## config.mk

```make
export PLATFORM = sky130hd
export DESIGN_NAME = cdoc_top
export DESIGN_NICKNAME = d
export VERILOG_FILES = /design/src/verilog/cdoc_pkg.sv /design/src/verilog/cdoc_top.sv
export VERILOG_INCLUDE_DIRS = /design/src /design/src/verilog
export SDC_FILE = /design/constraint.sdc
export NUM_CORES = 1
export LEC_CHECK = 0
export BUFFER_PORTS_ARGS = -buffer_cell sky130_fd_sc_hd__buf_2
export CAP_MARGIN = 20
export CELL_PAD_IN_SITES_DETAIL_PLACEMENT = 0
export CELL_PAD_IN_SITES_GLOBAL_PLACEMENT = 1
export CORE_MARGIN = 4
export CORE_UTILIZATION = 40
export DETAILED_ROUTE_END_ITERATION = 8
export PLACE_DENSITY_LB_ADDON = 0.25
export RECOVER_POWER = 100
export REMOVE_ABC_BUFFERS = 1
export SYNTH_ARGS = -nofsm -noshare
export SYNTH_HDL_FRONTEND = slang
export SYNTH_SLANG_ARGS = --single-unit
export TNS_END_PERCENT = 1
```

## constraint.sdc

```tcl
create_clock -name aclk -period 9 [get_ports aclk]
set_input_delay 0.45 -clock aclk [delete_from_list [all_inputs] [get_ports aclk]]
set_output_delay 0.45 -clock aclk [all_outputs]
set_load 0.01 [all_outputs]
```

## src/verilog/cdoc_defs.svh

```systemverilog
// offsets, field positions, mode codes, widths and response codes for the dead-band output block
`ifndef CDOC_DEFS_SVH
`define CDOC_DEFS_SVH

`define CDOC_ADDR_W 8
`define CDOC_OFS_CTRL 8'h00
`define CDOC_OFS_POLARITY 8'h04
`define CDOC_OFS_SOURCE 8'h08
`define CDOC_OFS_CLKSEL 8'h0c
`define CDOC_OFS_DB_RISE 8'h10
`define CDOC_OFS_DB_FALL 8'h14
`define CDOC_OFS_OVERRIDE 8'h18
`define CDOC_OFS_STATUS 8'h1c

`define CDOC_CTRL_EN_BIT 7
`define CDOC_CTRL_LD_BIT 6

`define CDOC_MODE_ASYNC_STEER 3'h0
`define CDOC_MODE_SYNC_STEER 3'h1
`define CDOC_MODE_FWD 3'h2
`define CDOC_MODE_REV 3'h3
`define CDOC_MODE_HALF 3'h4
`define CDOC_MODE_PUSH_PULL 3'h5

`define CDOC_SRC_COUNT 14
`define CDOC_DB_W 6
`define CDOC_OSC_MHZ 16

`define CDOC_RESP_OKAY 2'h0
`define CDOC_RESP_DECERR 2'h3

`endif

```

## src/verilog/cdoc_pkg.sv

```systemverilog
// types of the dead-band output block
`include "cdoc_defs.svh"
package cdoc_pkg;

	typedef enum logic [2:0]
	{
		LD_IDLE = 3'h1,
		LD_WAIT_FALL = 3'h2,
		LD_WAIT_RISE = 3'h4
	} cdoc_ld_e;

	typedef logic [`CDOC_DB_W-1:0] cdoc_count_t;

	typedef struct packed
	{
		logic awready;
		logic wready;
		logic bvalid;
		logic [1:0] bresp;
		logic arready;
		logic rvalid;
		logic [1:0] rresp;
		logic [31:0] rdata;
		logic aw_got;
		logic [`CDOC_ADDR_W-1:0] aw_addr;
		logic w_got;
		logic [7:0] wbyte;
		logic wlane0;
		logic en;
		logic [2:0] mode;
		logic [3:0] pol;
		logic [3:0] src_sel;
		logic clk_sel;
		cdoc_count_t dbr_buf;
		cdoc_count_t dbf_buf;
		cdoc_count_t dbr_act;
		cdoc_count_t dbf_act;
		logic [3:0] ovr;
		cdoc_ld_e ld_state;
		logic din_q;
		logic osc_q;
		logic rise_busy;
		cdoc_count_t rise_cnt;
		logic fall_busy;
		cdoc_count_t fall_cnt;
		logic dir_rev;
		logic pp_phase;
		logic armed;
		logic [3:0] outs;
		logic osc_run;
	} cdoc_state_s;

endpackage

```

## src/verilog/cdoc_top.sv

```systemverilog
// dead-band, polarity and source selection core with AXI4-Lite registers
//
// Notes on behaviour
// - dead-band counting uses the system clock or the fast oscillator, one select bit.
// - with the oscillator selected and the block enabled, it is requested to run through sleep.
// - a four-bit field picks the data input from fourteen peripheral signals.
// - right after enable all outputs are held inactive.
// - each output has a polarity bit; set means active-low.
// - override levels bypass the polarity inversion and drive as configured.
// - two independent 6-bit counters time rising and falling dead bands.
// - dead band only in half-bridge and full-bridge modes.
// - a dead band counts up from zero on each dead-band clock tick.
// - half-bridge, output A turn-on waits the rising count after a rise.
// - half-bridge, output B turn-on waits the falling count after a fall.
// - full-bridge forward to reverse delays new modulated output B by rising count.
// - full-bridge reverse to forward delays new modulated output D by falling count.
// - each dead band spans zero to 64 ticks; zero inserts no delay.
// - every dead band starts at an edge of the data input.
// - an input edge during a running count drops the pending turn-on.
// - counts are double-buffered; writes while disabled load the active copy.
// - enabled, the load request moves counts at the rise after the next fall.
// - an asynchronous input may lengthen a dead band by one tick at most.
// - half-bridge drives A as input copy, B as inverted copy.
// - forward mode drives A active, modulates D, holds B and C inactive.
// - reverse mode drives C active, modulates B, holds A and D inactive.
`timescale 1ns/1ps
`default_nettype none
`include "cdoc_defs.svh"

module cdoc_top
(
	input wire logic aclk,
	input wire logic aresetn,
	input wire logic [`CDOC_ADDR_W-1:0] s_axi_awaddr,
	input wire logic [2:0] s_axi_awprot,
	input wire logic s_axi_awvalid,
	output logic s_axi_awready,
	input wire logic [31:0] s_axi_wdata,
	input wire logic [3:0] s_axi_wstrb,
	input wire logic s_axi_wvalid,
	output logic s_axi_wready,
	output logic [1:0] s_axi_bresp,
	output logic s_axi_bvalid,
	input wire logic s_axi_bready,
	input wire logic [`CDOC_ADDR_W-1:0] s_axi_araddr,
	input wire logic [2:0] s_axi_arprot,
	input wire logic s_axi_arvalid,
	output logic s_axi_arready,
	output logic [31:0] s_axi_rdata,
	output logic [1:0] s_axi_rresp,
	output logic s_axi_rvalid,
	input wire logic s_axi_rready,
	input wire logic [`CDOC_SRC_COUNT-1:0] peripheral_sources,
	input wire logic internal_fast_oscillator,
	input wire logic shutdown_active,
	output logic output_a,
	output logic output_b,
	output logic output_c,
	output logic output_d,
	output logic osc_run_request
);

	cdoc_pkg::cdoc_state_s state_reg;
	cdoc_pkg::cdoc_state_s state_next;

	////////////////////////////////////////////////////////////////////////
	// helpers

	function automatic cdoc_pkg::cdoc_count_t inc_count
	(
		input cdoc_pkg::cdoc_count_t v
	);
		inc_count = v + 6'h01;
	endfunction

	function automatic logic pick_source
	(
		input logic [`CDOC_SRC_COUNT-1:0] srcs,
		input logic [3:0] sel
	);
		if (sel < 4'he)
		begin
			pick_source = srcs[sel];
		end
		else
		begin
			pick_source = 1'b0;
		end
	endfunction

	function automatic logic is_mapped
	(
		input logic [`CDOC_ADDR_W-1:0] a
	);
		is_mapped = (a[1:0] == 2'h0) && (a <= `CDOC_OFS_STATUS);
	endfunction

	////////////////////////////////////////////////////////////////////////
	// combinational next state

	logic din;
	logic tick;
	logic rise;
	logic fall;
	logic half;
	logic full;
	logic want_rev;
	logic [3:0] raw;
	logic do_write;
	logic en_rise;

	always_comb
	begin
		state_next = state_reg;
		raw = 4'h0;
		din = pick_source(peripheral_sources, state_reg.src_sel);
		state_next.din_q = din;
		state_next.osc_q = internal_fast_oscillator;
		// oscillator edge or every system clock
		tick = state_reg.clk_sel ? (internal_fast_oscillator & ~state_reg.osc_q)
			: 1'b1;
		rise = din & ~state_reg.din_q;
		fall = ~din & state_reg.din_q;
		half = state_reg.mode == `CDOC_MODE_HALF;
		full = (state_reg.mode == `CDOC_MODE_FWD)
			|| (state_reg.mode == `CDOC_MODE_REV);
		want_rev = state_reg.mode == `CDOC_MODE_REV;
		do_write = 1'b0;
		en_rise = 1'b0;

		// count ticks from zero up to the active value
		if (state_reg.rise_busy && tick)
		begin
			if (state_reg.rise_cnt == state_reg.dbr_act)
			begin
				state_next.rise_busy = 1'b0;
			end
			else
			begin
				state_next.rise_cnt = inc_count(state_reg.rise_cnt);
			end
		end
		if (state_reg.fall_busy && tick)
		begin
			if (state_reg.fall_cnt == state_reg.dbf_act)
			begin
				state_next.fall_busy = 1'b0;
			end
			else
			begin
				state_next.fall_cnt = inc_count(state_reg.fall_cnt);
			end
		end

		// an edge drops any pending turn-on
		if (rise || fall)
		begin
			state_next.rise_busy = 1'b0;
			state_next.fall_busy = 1'b0;
			state_next.armed = 1'b1;
		end

		if (half)
		begin
			if (rise && (state_reg.dbr_act != 6'h00))
			begin
				state_next.rise_busy = 1'b1;
				state_next.rise_cnt = 6'h00;
			end
			if (fall && (state_reg.dbf_act != 6'h00))
			begin
				state_next.fall_busy = 1'b1;
				state_next.fall_cnt = 6'h00;
			end
		end
		else if (full && rise && (want_rev != state_reg.dir_rev))
		begin
			state_next.dir_rev = want_rev;
			if (want_rev && (state_reg.dbr_act != 6'h00))
			begin
				state_next.rise_busy = 1'b1;
				state_next.rise_cnt = 6'h00;
			end
			else if (!want_rev && (state_reg.dbf_act != 6'h00))
			begin
				state_next.fall_busy = 1'b1;
				state_next.fall_cnt = 6'h00;
			end
		end

		if (rise && (state_reg.mode == `CDOC_MODE_PUSH_PULL))
		begin
			state_next.pp_phase = ~state_reg.pp_phase;
		end

		// deferred load of the active counts
		unique case (state_reg.ld_state)
			cdoc_pkg::LD_IDLE:
			begin
			end
			cdoc_pkg::LD_WAIT_FALL:
			begin
				if (fall)
				begin
					state_next.ld_state = cdoc_pkg::LD_WAIT_RISE;
				end
			end
			cdoc_pkg::LD_WAIT_RISE:
			begin
				if (rise)
				begin
					state_next.dbr_act = state_reg.dbr_buf;
					state_next.dbf_act = state_reg.dbf_buf;
					state_next.ld_state = cdoc_pkg::LD_IDLE;
				end
			end
		endcase

		////////////////////////////////////////////////////////////////
		// AXI4-Lite write channel

		if (s_axi_awvalid && state_reg.awready)
		begin
			state_next.aw_got = 1'b1;
			state_next.aw_addr = s_axi_awaddr;
		end
		if (s_axi_wvalid && state_reg.wready)
		begin
			state_next.w_got = 1'b1;
			state_next.wbyte = s_axi_wdata[7:0];
			state_next.wlane0 = s_axi_wstrb[0];
		end
		if (state_reg.bvalid && s_axi_bready)
		begin
			state_next.bvalid = 1'b0;
		end
		if (state_next.aw_got && state_next.w_got && !state_reg.bvalid)
		begin
			do_write = 1'b1;
			state_next.aw_got = 1'b0;
			state_next.w_got = 1'b0;
			state_next.bvalid = 1'b1;
			state_next.bresp = is_mapped(state_next.aw_addr)
				? `CDOC_RESP_OKAY : `CDOC_RESP_DECERR;
		end
		if (do_write && state_next.wlane0)
		begin
			unique case (state_next.aw_addr)
				`CDOC_OFS_CTRL:
				begin
					en_rise = state_next.wbyte[`CDOC_CTRL_EN_BIT] & ~state_reg.en;
					state_next.en = state_next.wbyte[`CDOC_CTRL_EN_BIT];
					state_next.mode = state_next.wbyte[2:0];
					// a new request wins over a same-cycle completion
					if (state_reg.en && state_next.wbyte[`CDOC_CTRL_LD_BIT])
					begin
						state_next.ld_state = cdoc_pkg::LD_WAIT_FALL;
					end
				end
				`CDOC_OFS_POLARITY:
				begin
					state_next.pol = state_next.wbyte[3:0];
				end
				`CDOC_OFS_SOURCE:
				begin
					state_next.src_sel = state_next.wbyte[3:0];
				end
				`CDOC_OFS_CLKSEL:
				begin
					state_next.clk_sel = state_next.wbyte[0];
				end
				`CDOC_OFS_DB_RISE:
				begin
					state_next.dbr_buf = state_next.wbyte[5:0];
					if (!state_reg.en)
					begin
						state_next.dbr_act = state_next.wbyte[5:0];
					end
				end
				`CDOC_OFS_DB_FALL:
				begin
					state_next.dbf_buf = state_next.wbyte[5:0];
					if (!state_reg.en)
					begin
						state_next.dbf_act = state_next.wbyte[5:0];
					end
				end
				`CDOC_OFS_OVERRIDE:
				begin
					state_next.ovr = state_next.wbyte[3:0];
				end
				default:
				begin
				end
			endcase
		end
		state_next.awready = ~state_next.aw_got & ~state_next.bvalid;
		state_next.wready = ~state_next.w_got & ~state_next.bvalid;

		////////////////////////////////////////////////////////////////
		// AXI4-Lite read channel

		if (state_reg.rvalid && s_axi_rready)
		begin
			state_next.rvalid = 1'b0;
		end
		if (s_axi_arvalid && state_reg.arready)
		begin
			state_next.rvalid = 1'b1;
			state_next.rdata = 32'h0;
			state_next.rresp = is_mapped(s_axi_araddr)
				? `CDOC_RESP_OKAY : `CDOC_RESP_DECERR;
			unique case (s_axi_araddr)
				`CDOC_OFS_CTRL:
				begin
					state_next.rdata[`CDOC_CTRL_EN_BIT] = state_reg.en;
					state_next.rdata[`CDOC_CTRL_LD_BIT] =
						state_reg.ld_state != cdoc_pkg::LD_IDLE;
					state_next.rdata[2:0] = state_reg.mode;
				end
				`CDOC_OFS_POLARITY:
				begin
					state_next.rdata[3:0] = state_reg.pol;
				end
				`CDOC_OFS_SOURCE:
				begin
					state_next.rdata[3:0] = state_reg.src_sel;
				end
				`CDOC_OFS_CLKSEL:
				begin
					state_next.rdata[0] = state_reg.clk_sel;
				end
				`CDOC_OFS_DB_RISE:
				begin
					state_next.rdata[5:0] = state_reg.dbr_buf;
				end
				`CDOC_OFS_DB_FALL:
				begin
					state_next.rdata[5:0] = state_reg.dbf_buf;
				end
				`CDOC_OFS_OVERRIDE:
				begin
					state_next.rdata[3:0] = state_reg.ovr;
				end
				`CDOC_OFS_STATUS:
				begin
					state_next.rdata[3:0] = state_reg.outs;
					state_next.rdata[4] = state_reg.din_q;
					state_next.rdata[5] = state_reg.rise_busy;
					state_next.rdata[6] = state_reg.fall_busy;
					state_next.rdata[7] = state_reg.dir_rev;
				end
				default:
				begin
				end
			endcase
		end
		state_next.arready = ~state_next.rvalid;

		////////////////////////////////////////////////////////////////
		// enable handling and output shaping

		if (en_rise || !state_next.en)
		begin
			// start clean; first edge arms the drive
			state_next.armed = 1'b0;
			state_next.rise_busy = 1'b0;
			state_next.fall_busy = 1'b0;
			state_next.pp_phase = 1'b0;
			state_next.dir_rev = state_next.mode == `CDOC_MODE_REV;
			state_next.ld_state = cdoc_pkg::LD_IDLE;
		end

		unique case (state_next.mode)
			`CDOC_MODE_HALF:
			begin
				raw[0] = din & ~state_next.rise_busy;
				raw[1] = ~din & ~state_next.fall_busy;
				raw[2] = raw[0];
				raw[3] = raw[1];
			end
			`CDOC_MODE_FWD, `CDOC_MODE_REV:
			begin
				if (state_next.dir_rev)
				begin
					raw[2] = 1'b1;
					raw[1] = din & ~state_next.rise_busy;
				end
				else
				begin
					raw[0] = 1'b1;
					raw[3] = din & ~state_next.fall_busy;
				end
			end
			`CDOC_MODE_PUSH_PULL:
			begin
				raw[0] = din & state_next.pp_phase;
				raw[1] = din & ~state_next.pp_phase;
				raw[2] = raw[0];
				raw[3] = raw[1];
			end
			`CDOC_MODE_ASYNC_STEER, `CDOC_MODE_SYNC_STEER:
			begin
				raw = {4{din}};
			end
			default:
			begin
				raw = 4'h0;
			end
		endcase
		if (!state_next.en || !state_next.armed)
		begin
			raw = 4'h0;
		end

		if (shutdown_active)
		begin
			state_next.outs = state_next.ovr;
		end
		else
		begin
			state_next.outs = raw ^ state_next.pol;
		end
		state_next.osc_run = state_next.en & state_next.clk_sel;
	end

	////////////////////////////////////////////////////////////////////////
	// state register

	always_ff @(posedge aclk)
	begin
		if (!aresetn)
		begin
			state_reg <= '0;
			state_reg.ld_state <= cdoc_pkg::LD_IDLE;
		end
		else
		begin
			state_reg <= state_next;
		end
	end

	assign s_axi_awready = state_reg.awready;
	assign s_axi_wready = state_reg.wready;
	assign s_axi_bvalid = state_reg.bvalid;
	assign s_axi_bresp = state_reg.bresp;
	assign s_axi_arready = state_reg.arready;
	assign s_axi_rvalid = state_reg.rvalid;
	assign s_axi_rresp = state_reg.rresp;
	assign s_axi_rdata = state_reg.rdata;
	assign output_a = state_reg.outs[0];
	assign output_b = state_reg.outs[1];
	assign output_c = state_reg.outs[2];
	assign output_d = state_reg.outs[3];
	assign osc_run_request = state_reg.osc_run;

endmodule
`default_nettype wire

```

-- Word-level counts from Yosys, hierarchy flattened
Cells that the tools add are included.
- bits in registers: 104
- output and inout bits: 46
- $add $sub $neg: 2
- $lt $le $gt $ge: 4
- eq/ne operators: 28
- mux-type cells: 68
- bitwise logic cells: 26
- reduce and logical (&&, ||, !) cells: 41
- operators by type and width (operator ; number):
    == test 8 x 5 -> 1 bit (second input constant) ; 7
    two-way mux 7 bit ; 7
    two-way mux 6 bit ; 8
    two-way mux 44 bit ; 1
    two-way mux 35 bit ; 1
    == test 8 x 4 -> 1 bit (second input constant) ; 4
    two-way mux 12 bit ; 2
    two-way mux 4 bit ; 6
    two-way mux 1 bit ; 22
    logical AND 1 bit ; 20
    two-way mux 3 bit ; 6
    == test 8 x 3 -> 1 bit (second input constant) ; 2
    <= comparator 8 x 5 -> 1 bit (second input constant) ; 2
    zero test 8 bit ; 2
    case mux 4 bit (4 select lines) ; 1
    == test 3 x 2 -> 1 bit (second input constant) ; 5
    == test 3 bit (second input constant) ; 5
    two-way mux 15 bit ; 1
    two-way mux 14 bit ; 1
    case mux 2 bit (7 select lines) ; 1
    NOT 1 bit ; 13
    adder 6 x 1 -> 6 bit (second input constant) ; 2
    bitwise AND 1 bit ; 12
    == test 6 bit ; 2
    other kinds (22) ; 36

-- Logic depth before layout (Yosys ltp)
- word-level depth: 20
- gate-level depth with buffers: 13
- depth with buffers taken out: 13

-- Worst setup path after synthesis
Ideal clock, no wire load.
- path type: flip-flop to flip-flop
- start point: reg state_reg[57] (netlist bit)
- end point: reg state_reg (netlist bit output_a)
- library setup time: 92 ps
- arrival: 3193 ps
- slack: 5715 ps
- stages on the path, launching flop included: 14
- path buffers: 0
- clock period less this slack: 3285 ps
- cells stage by stage: dfxtp_1 -> mux4_2 -> mux2i_1 -> nor2_1 -> a21oi_1 -> inv_1 -> ha_1 -> a21o_1 -> nand2b_1 -> a2111oi_4 -> a21oi_2 -> a211oi_1 -> nor4_1 -> o32ai_1
- word-level cells in the longest chain between the ends: 17
- elaborated cells between the ends (all ways): 32
- classes of those cells: order compare: 1; mux: 17; bitwise: 7; reduce/logical: 7
- RTL lines (item ; RTL line ; RTL):
    start: declaration ; cdoc_top.sv:63 ; cdoc_pkg::cdoc_state_s state_reg;
    start signal: assignment ; cdoc_top.sv:439 ; state_reg <= state_next;
    binary-select mux 1 bit (select 4 bit) ; cdoc_top.sv:83 ; pick_source = srcs[sel];
    two-way mux 1 bit (not written as such) ; cdoc_top.sv:83 ;
    two-way mux 1 bit (*) ; cdoc_top.sv:81 ; if (sel < 4'he)
    named net din ; cdoc_top.sv:101 ; logic din;
    NOT 1 bit ; cdoc_top.sv:123 ; fall = ~din & state_reg.din_q;
    bitwise AND 1 bit ; cdoc_top.sv:123 ;
    logical OR 1 bit ; cdoc_top.sv:156 ; if (rise || fall)
    two-way mux 1 bit ; cdoc_top.sv:156 ;
    [... 2 more ...] ; -- ;
    two-way mux 14 bit ; cdoc_top.sv:163 ; if (half)
    two-way mux 1 bit ; cdoc_top.sv:363 ; if (en_rise || !state_next.en)
    NOT 1 bit ; cdoc_top.sv:377 ; raw[0] = din & ~state_next.rise_busy;
    bitwise AND 1 bit ; cdoc_top.sv:377 ;
    case mux 4 bit (4 select lines) ; cdoc_top.sv:374 ; unique case (state_next.mode)
    two-way mux 4 bit (*) ; cdoc_top.sv:411 ; if (!state_next.en || !state_next.armed)
    bitwise XOR 4 bit (*) ; cdoc_top.sv:422 ; state_next.outs = raw ^ state_next.pol;
    two-way mux 4 bit (*) ; cdoc_top.sv:416 ; if (shutdown_active)
The timed path passes the listed nets; every way through them passes the cells marked *. The select of a mux whose other input is x is not followed.
A chain may end at the register's enable or synchronous reset.

-- Worst setup path after layout
- start point: reg state_reg[57] (netlist bit)
- end point: reg state_reg (netlist bit output_c)
Same word-level chain as after synthesis.

==> run metrics <==
Sequential Power Share 45.9%; Async SR Flop Fraction 0%; Synth-to-Final Area Change 10.53%; total core area 13400 µm²; Worst-path clk slew 0.07 ns; most numerous cell on the critical path a21oi_1; Core Rows 42; clk_lat worst skew 0.35 ns; Routed Antenna Nets 0; CP Capture Type flop; max cap viols 1; fillers 1318; boundary pin count 127; Crit path max-delay family compound AO/OA/AOI/OAI gates; critical path startpoint category flop; Post-synth top cells dfxtp_1 (102), nand2_1 (68), nor2_1 (42); worst slew pin tran 3.069 ns; Netlist cell types 69; Final period util 47.32%; DRC violations left 0; vias in the first global route 4309; Critical Path Fanout Max 7; status complete, but fails checks; initial drt markers 268; Final min period 4.259 ns; Crit-path slowest cell mux4_2; post_cts resized 0; Area contributors post-synth dfxtp_1 (37%), mux2i_1 (6.5%), buf_4 (5.0%), nand2_1 (4.6%), xor2_1 (3.0%); fin cells 837; WP data required 9.24 ns; H-Tree Depth 3; post-route cell area 6133 µm²; Synth Area per Inst 9.038 µm²; Power Density 165.3 nW/µm²; worst path cell trace mux4_2 > mux2i_1 > nor2_1 > a21oi_1 > inv_1 > ha_1 > a21o_1 > nand2b_1 > a2111oi_0 > a21oi_1 > a211oi_1 > nor4_1 > o32ai_1; post-synthesis cell area 5549 µm²; Port Buffers 69; DIE WIDTH 125.8 µm; Setup TNS Final 0 ns; Hold/Removal Path Class input port to flop; Achievable Freq 234.8 MHz; Hold Fails Final Rpt 0; relative max-transition margin -104.6%; switching part of the total power 23.21%; vias per cell 5.249; die area 15820 µm²; Nets 741; area leader, netlist dfxtp_1; Wirelength per Cell 16.31 µm; yosys synthesis warning count 0; placed inst area 5836 µm²; switching pwr 235.4 µW; clock sink count 102; GRT Total Usage 17.40%; Yosys reg bits 102; DR vias 4393; largest net degree at the start of global routing 85; count leader, synth dfxtp_1; cts bufs inserted 9; pins over their slew limit 85; RSZ-0062 raised after global routing false; DRT Pass-1 Iters 4; WL final 13650 µm; postcts setup bufs 0; Pleak 2.555 nW; Worst VDD drop 0.1233 mV; max FFs per register 82; Synth Flop Type dfxtp_1; WP data arrival 4.50 ns; failing checks capacitance limit, slew limit; clock skew 0.005960 ns; clk buf depth 2; internal cell power 778.5 µW; RD Place Congestion 0.8340; proportion of layout cells with a drive suffix above 1 15.58%; CTS root buffer clkbuf_16; CP max stage delay 0.55 ns; chip height 125.8 µm; register area share after synthesis 36.80%; final setup fails 0; initial antenna violation count 0; Starting Density 41.41%; synthesized instance count 614; first-pass GRT wire length 22240 µm; Clk network pwr share 45.1%; post-synth top area share 36.80%; Inst Count DP 821; CP bufs+invs 1; CTS Hold Bufs 0; grt ovf 0; Gate power share 9.0%; detailed placement HPWL 10210 µm; number of synthesized flops with an enable pin 0; TritonCTS clock tree done; antenna diode count 0; Setup Crit Path Kind flop to flop
## path summary, 6_finish.rpt
path | to | from | depth (start not counted) | slack (ns)
setup / recovery | output_c | state_reg[57] | 13 | 4.74
hold / removal | state_reg[22] | internal_fast_oscillator | 2 | 0.31
setup reg to reg | output_c | state_reg[57] | 13 | 4.74
hold reg to reg | state_reg[5] | state_reg[5] | 2 | 0.46
## cell type report
class	instances	area, µm²	area share (%)
Clock inverter	5	105.1	1.714
Timing Repair Buffer	72	340.3	5.549
Sequential cell	102	2042	33.29
Tap cell	176	220.2	3.590
Inverter	8	30.03	0.4896
Multi-Input combinational cell	463	3143	51.24
Clock buffer	11	252.7	4.121
## worst register-to-register path: cells and delay by family, from the launching register on
kind	cells	cell delay, ns
mux	2	0.70
buf+inv	1	0.20
flops	1	0.48
compound gates	6	2.10
fa+ha+maj	1	0.38
simple gates	3	0.30
## kinds of logic (layout without fill, tap and decap cells)
family	after synthesis	in the layout	share of synthesized area, %
xor+xnor	22	22	3.472
compound gates	108	108	14.90
simple gates	246	246	23.79
flops	102	102	36.80
other cells	1	24	0.06758
mux	59	59	12.38
fa+ha+maj	4	4	0.9020
buf+inv	72	96	7.689
## metrics by stage
| stage | utilization (%) | hold slack, ns | worst slack [ns] | power (mW) |
|---|---|---|---|---|
| global route | 45.77 | 0.3261 | 4.297 | 1.056 |
| global placement | 43.46 | 0.4469 | 5.043 | 0.5658 |
| detailed placement | 43.55 | 0.4506 | 4.974 | 0.5679 |
| floorplan | - | 0.4359 | 5.657 | 0.5282 |
| CTS | 46.22 | 0.3022 | 4.939 | 1.029 |
| finish | 45.77 | 0.3142 | 4.741 | 1.014 |
## placed cells by master, fill, tap and decap left out, drive strengths merged, types with 3 or more instances in the layout
cell	synthesis	final
a2111oi	4	4
a211o	3	3
a211oi	4	4
a21boi	11	11
a21o	3	3
a21oi	28	28
a31oi	4	4
a32oi	3	3
and2	26	26
and3	6	6
buf	43	49
bufinv	0	3
clkbuf	21	34
conb	1	24
dfxtp	102	102
ha	4	4
inv	8	8
mux2	17	17
mux2i	36	36
mux4	6	6
nand2	69	69
nand2b	6	6
nand3	14	14
nand4	6	6
nor2	42	42
nor2b	26	26
nor3	16	16
nor3b	9	9
nor4	8	8
o211a	13	13
o21ai	21	21
or2	4	4
or3	3	3
or4	3	3
xnor2	3	3
xor2	19	19
## power by group through the flow
stage / Sequential, mW / Combinational [mW] / Clock [mW]
after global placement: 0.475 / 0.0906 / 0
final: 0.465 / 0.0912 / 0.457
after global routing: 0.466 / 0.0998 / 0.490
after detailed placement: 0.476 / 0.0922 / 0
after CTS: 0.465 / 0.0926 / 0.471
after floorplan: 0.476 / 0.0523 / 0
## layer usage
layer / vias up / track usage (%) / share of wire, % / wire (µm)
met5: - / 0 / 0 / 0
met4: 0 / 5.489 / 1.4 / 194
li1: 2195 / - / - / -
met1: 2089 / 23.24 / 48 / 6513
met2: 96 / 28.19 / 46 / 6332
met3: 13 / 3.853 / 4.5 / 610
Note: power is estimated with default switching activity, not from simulation.
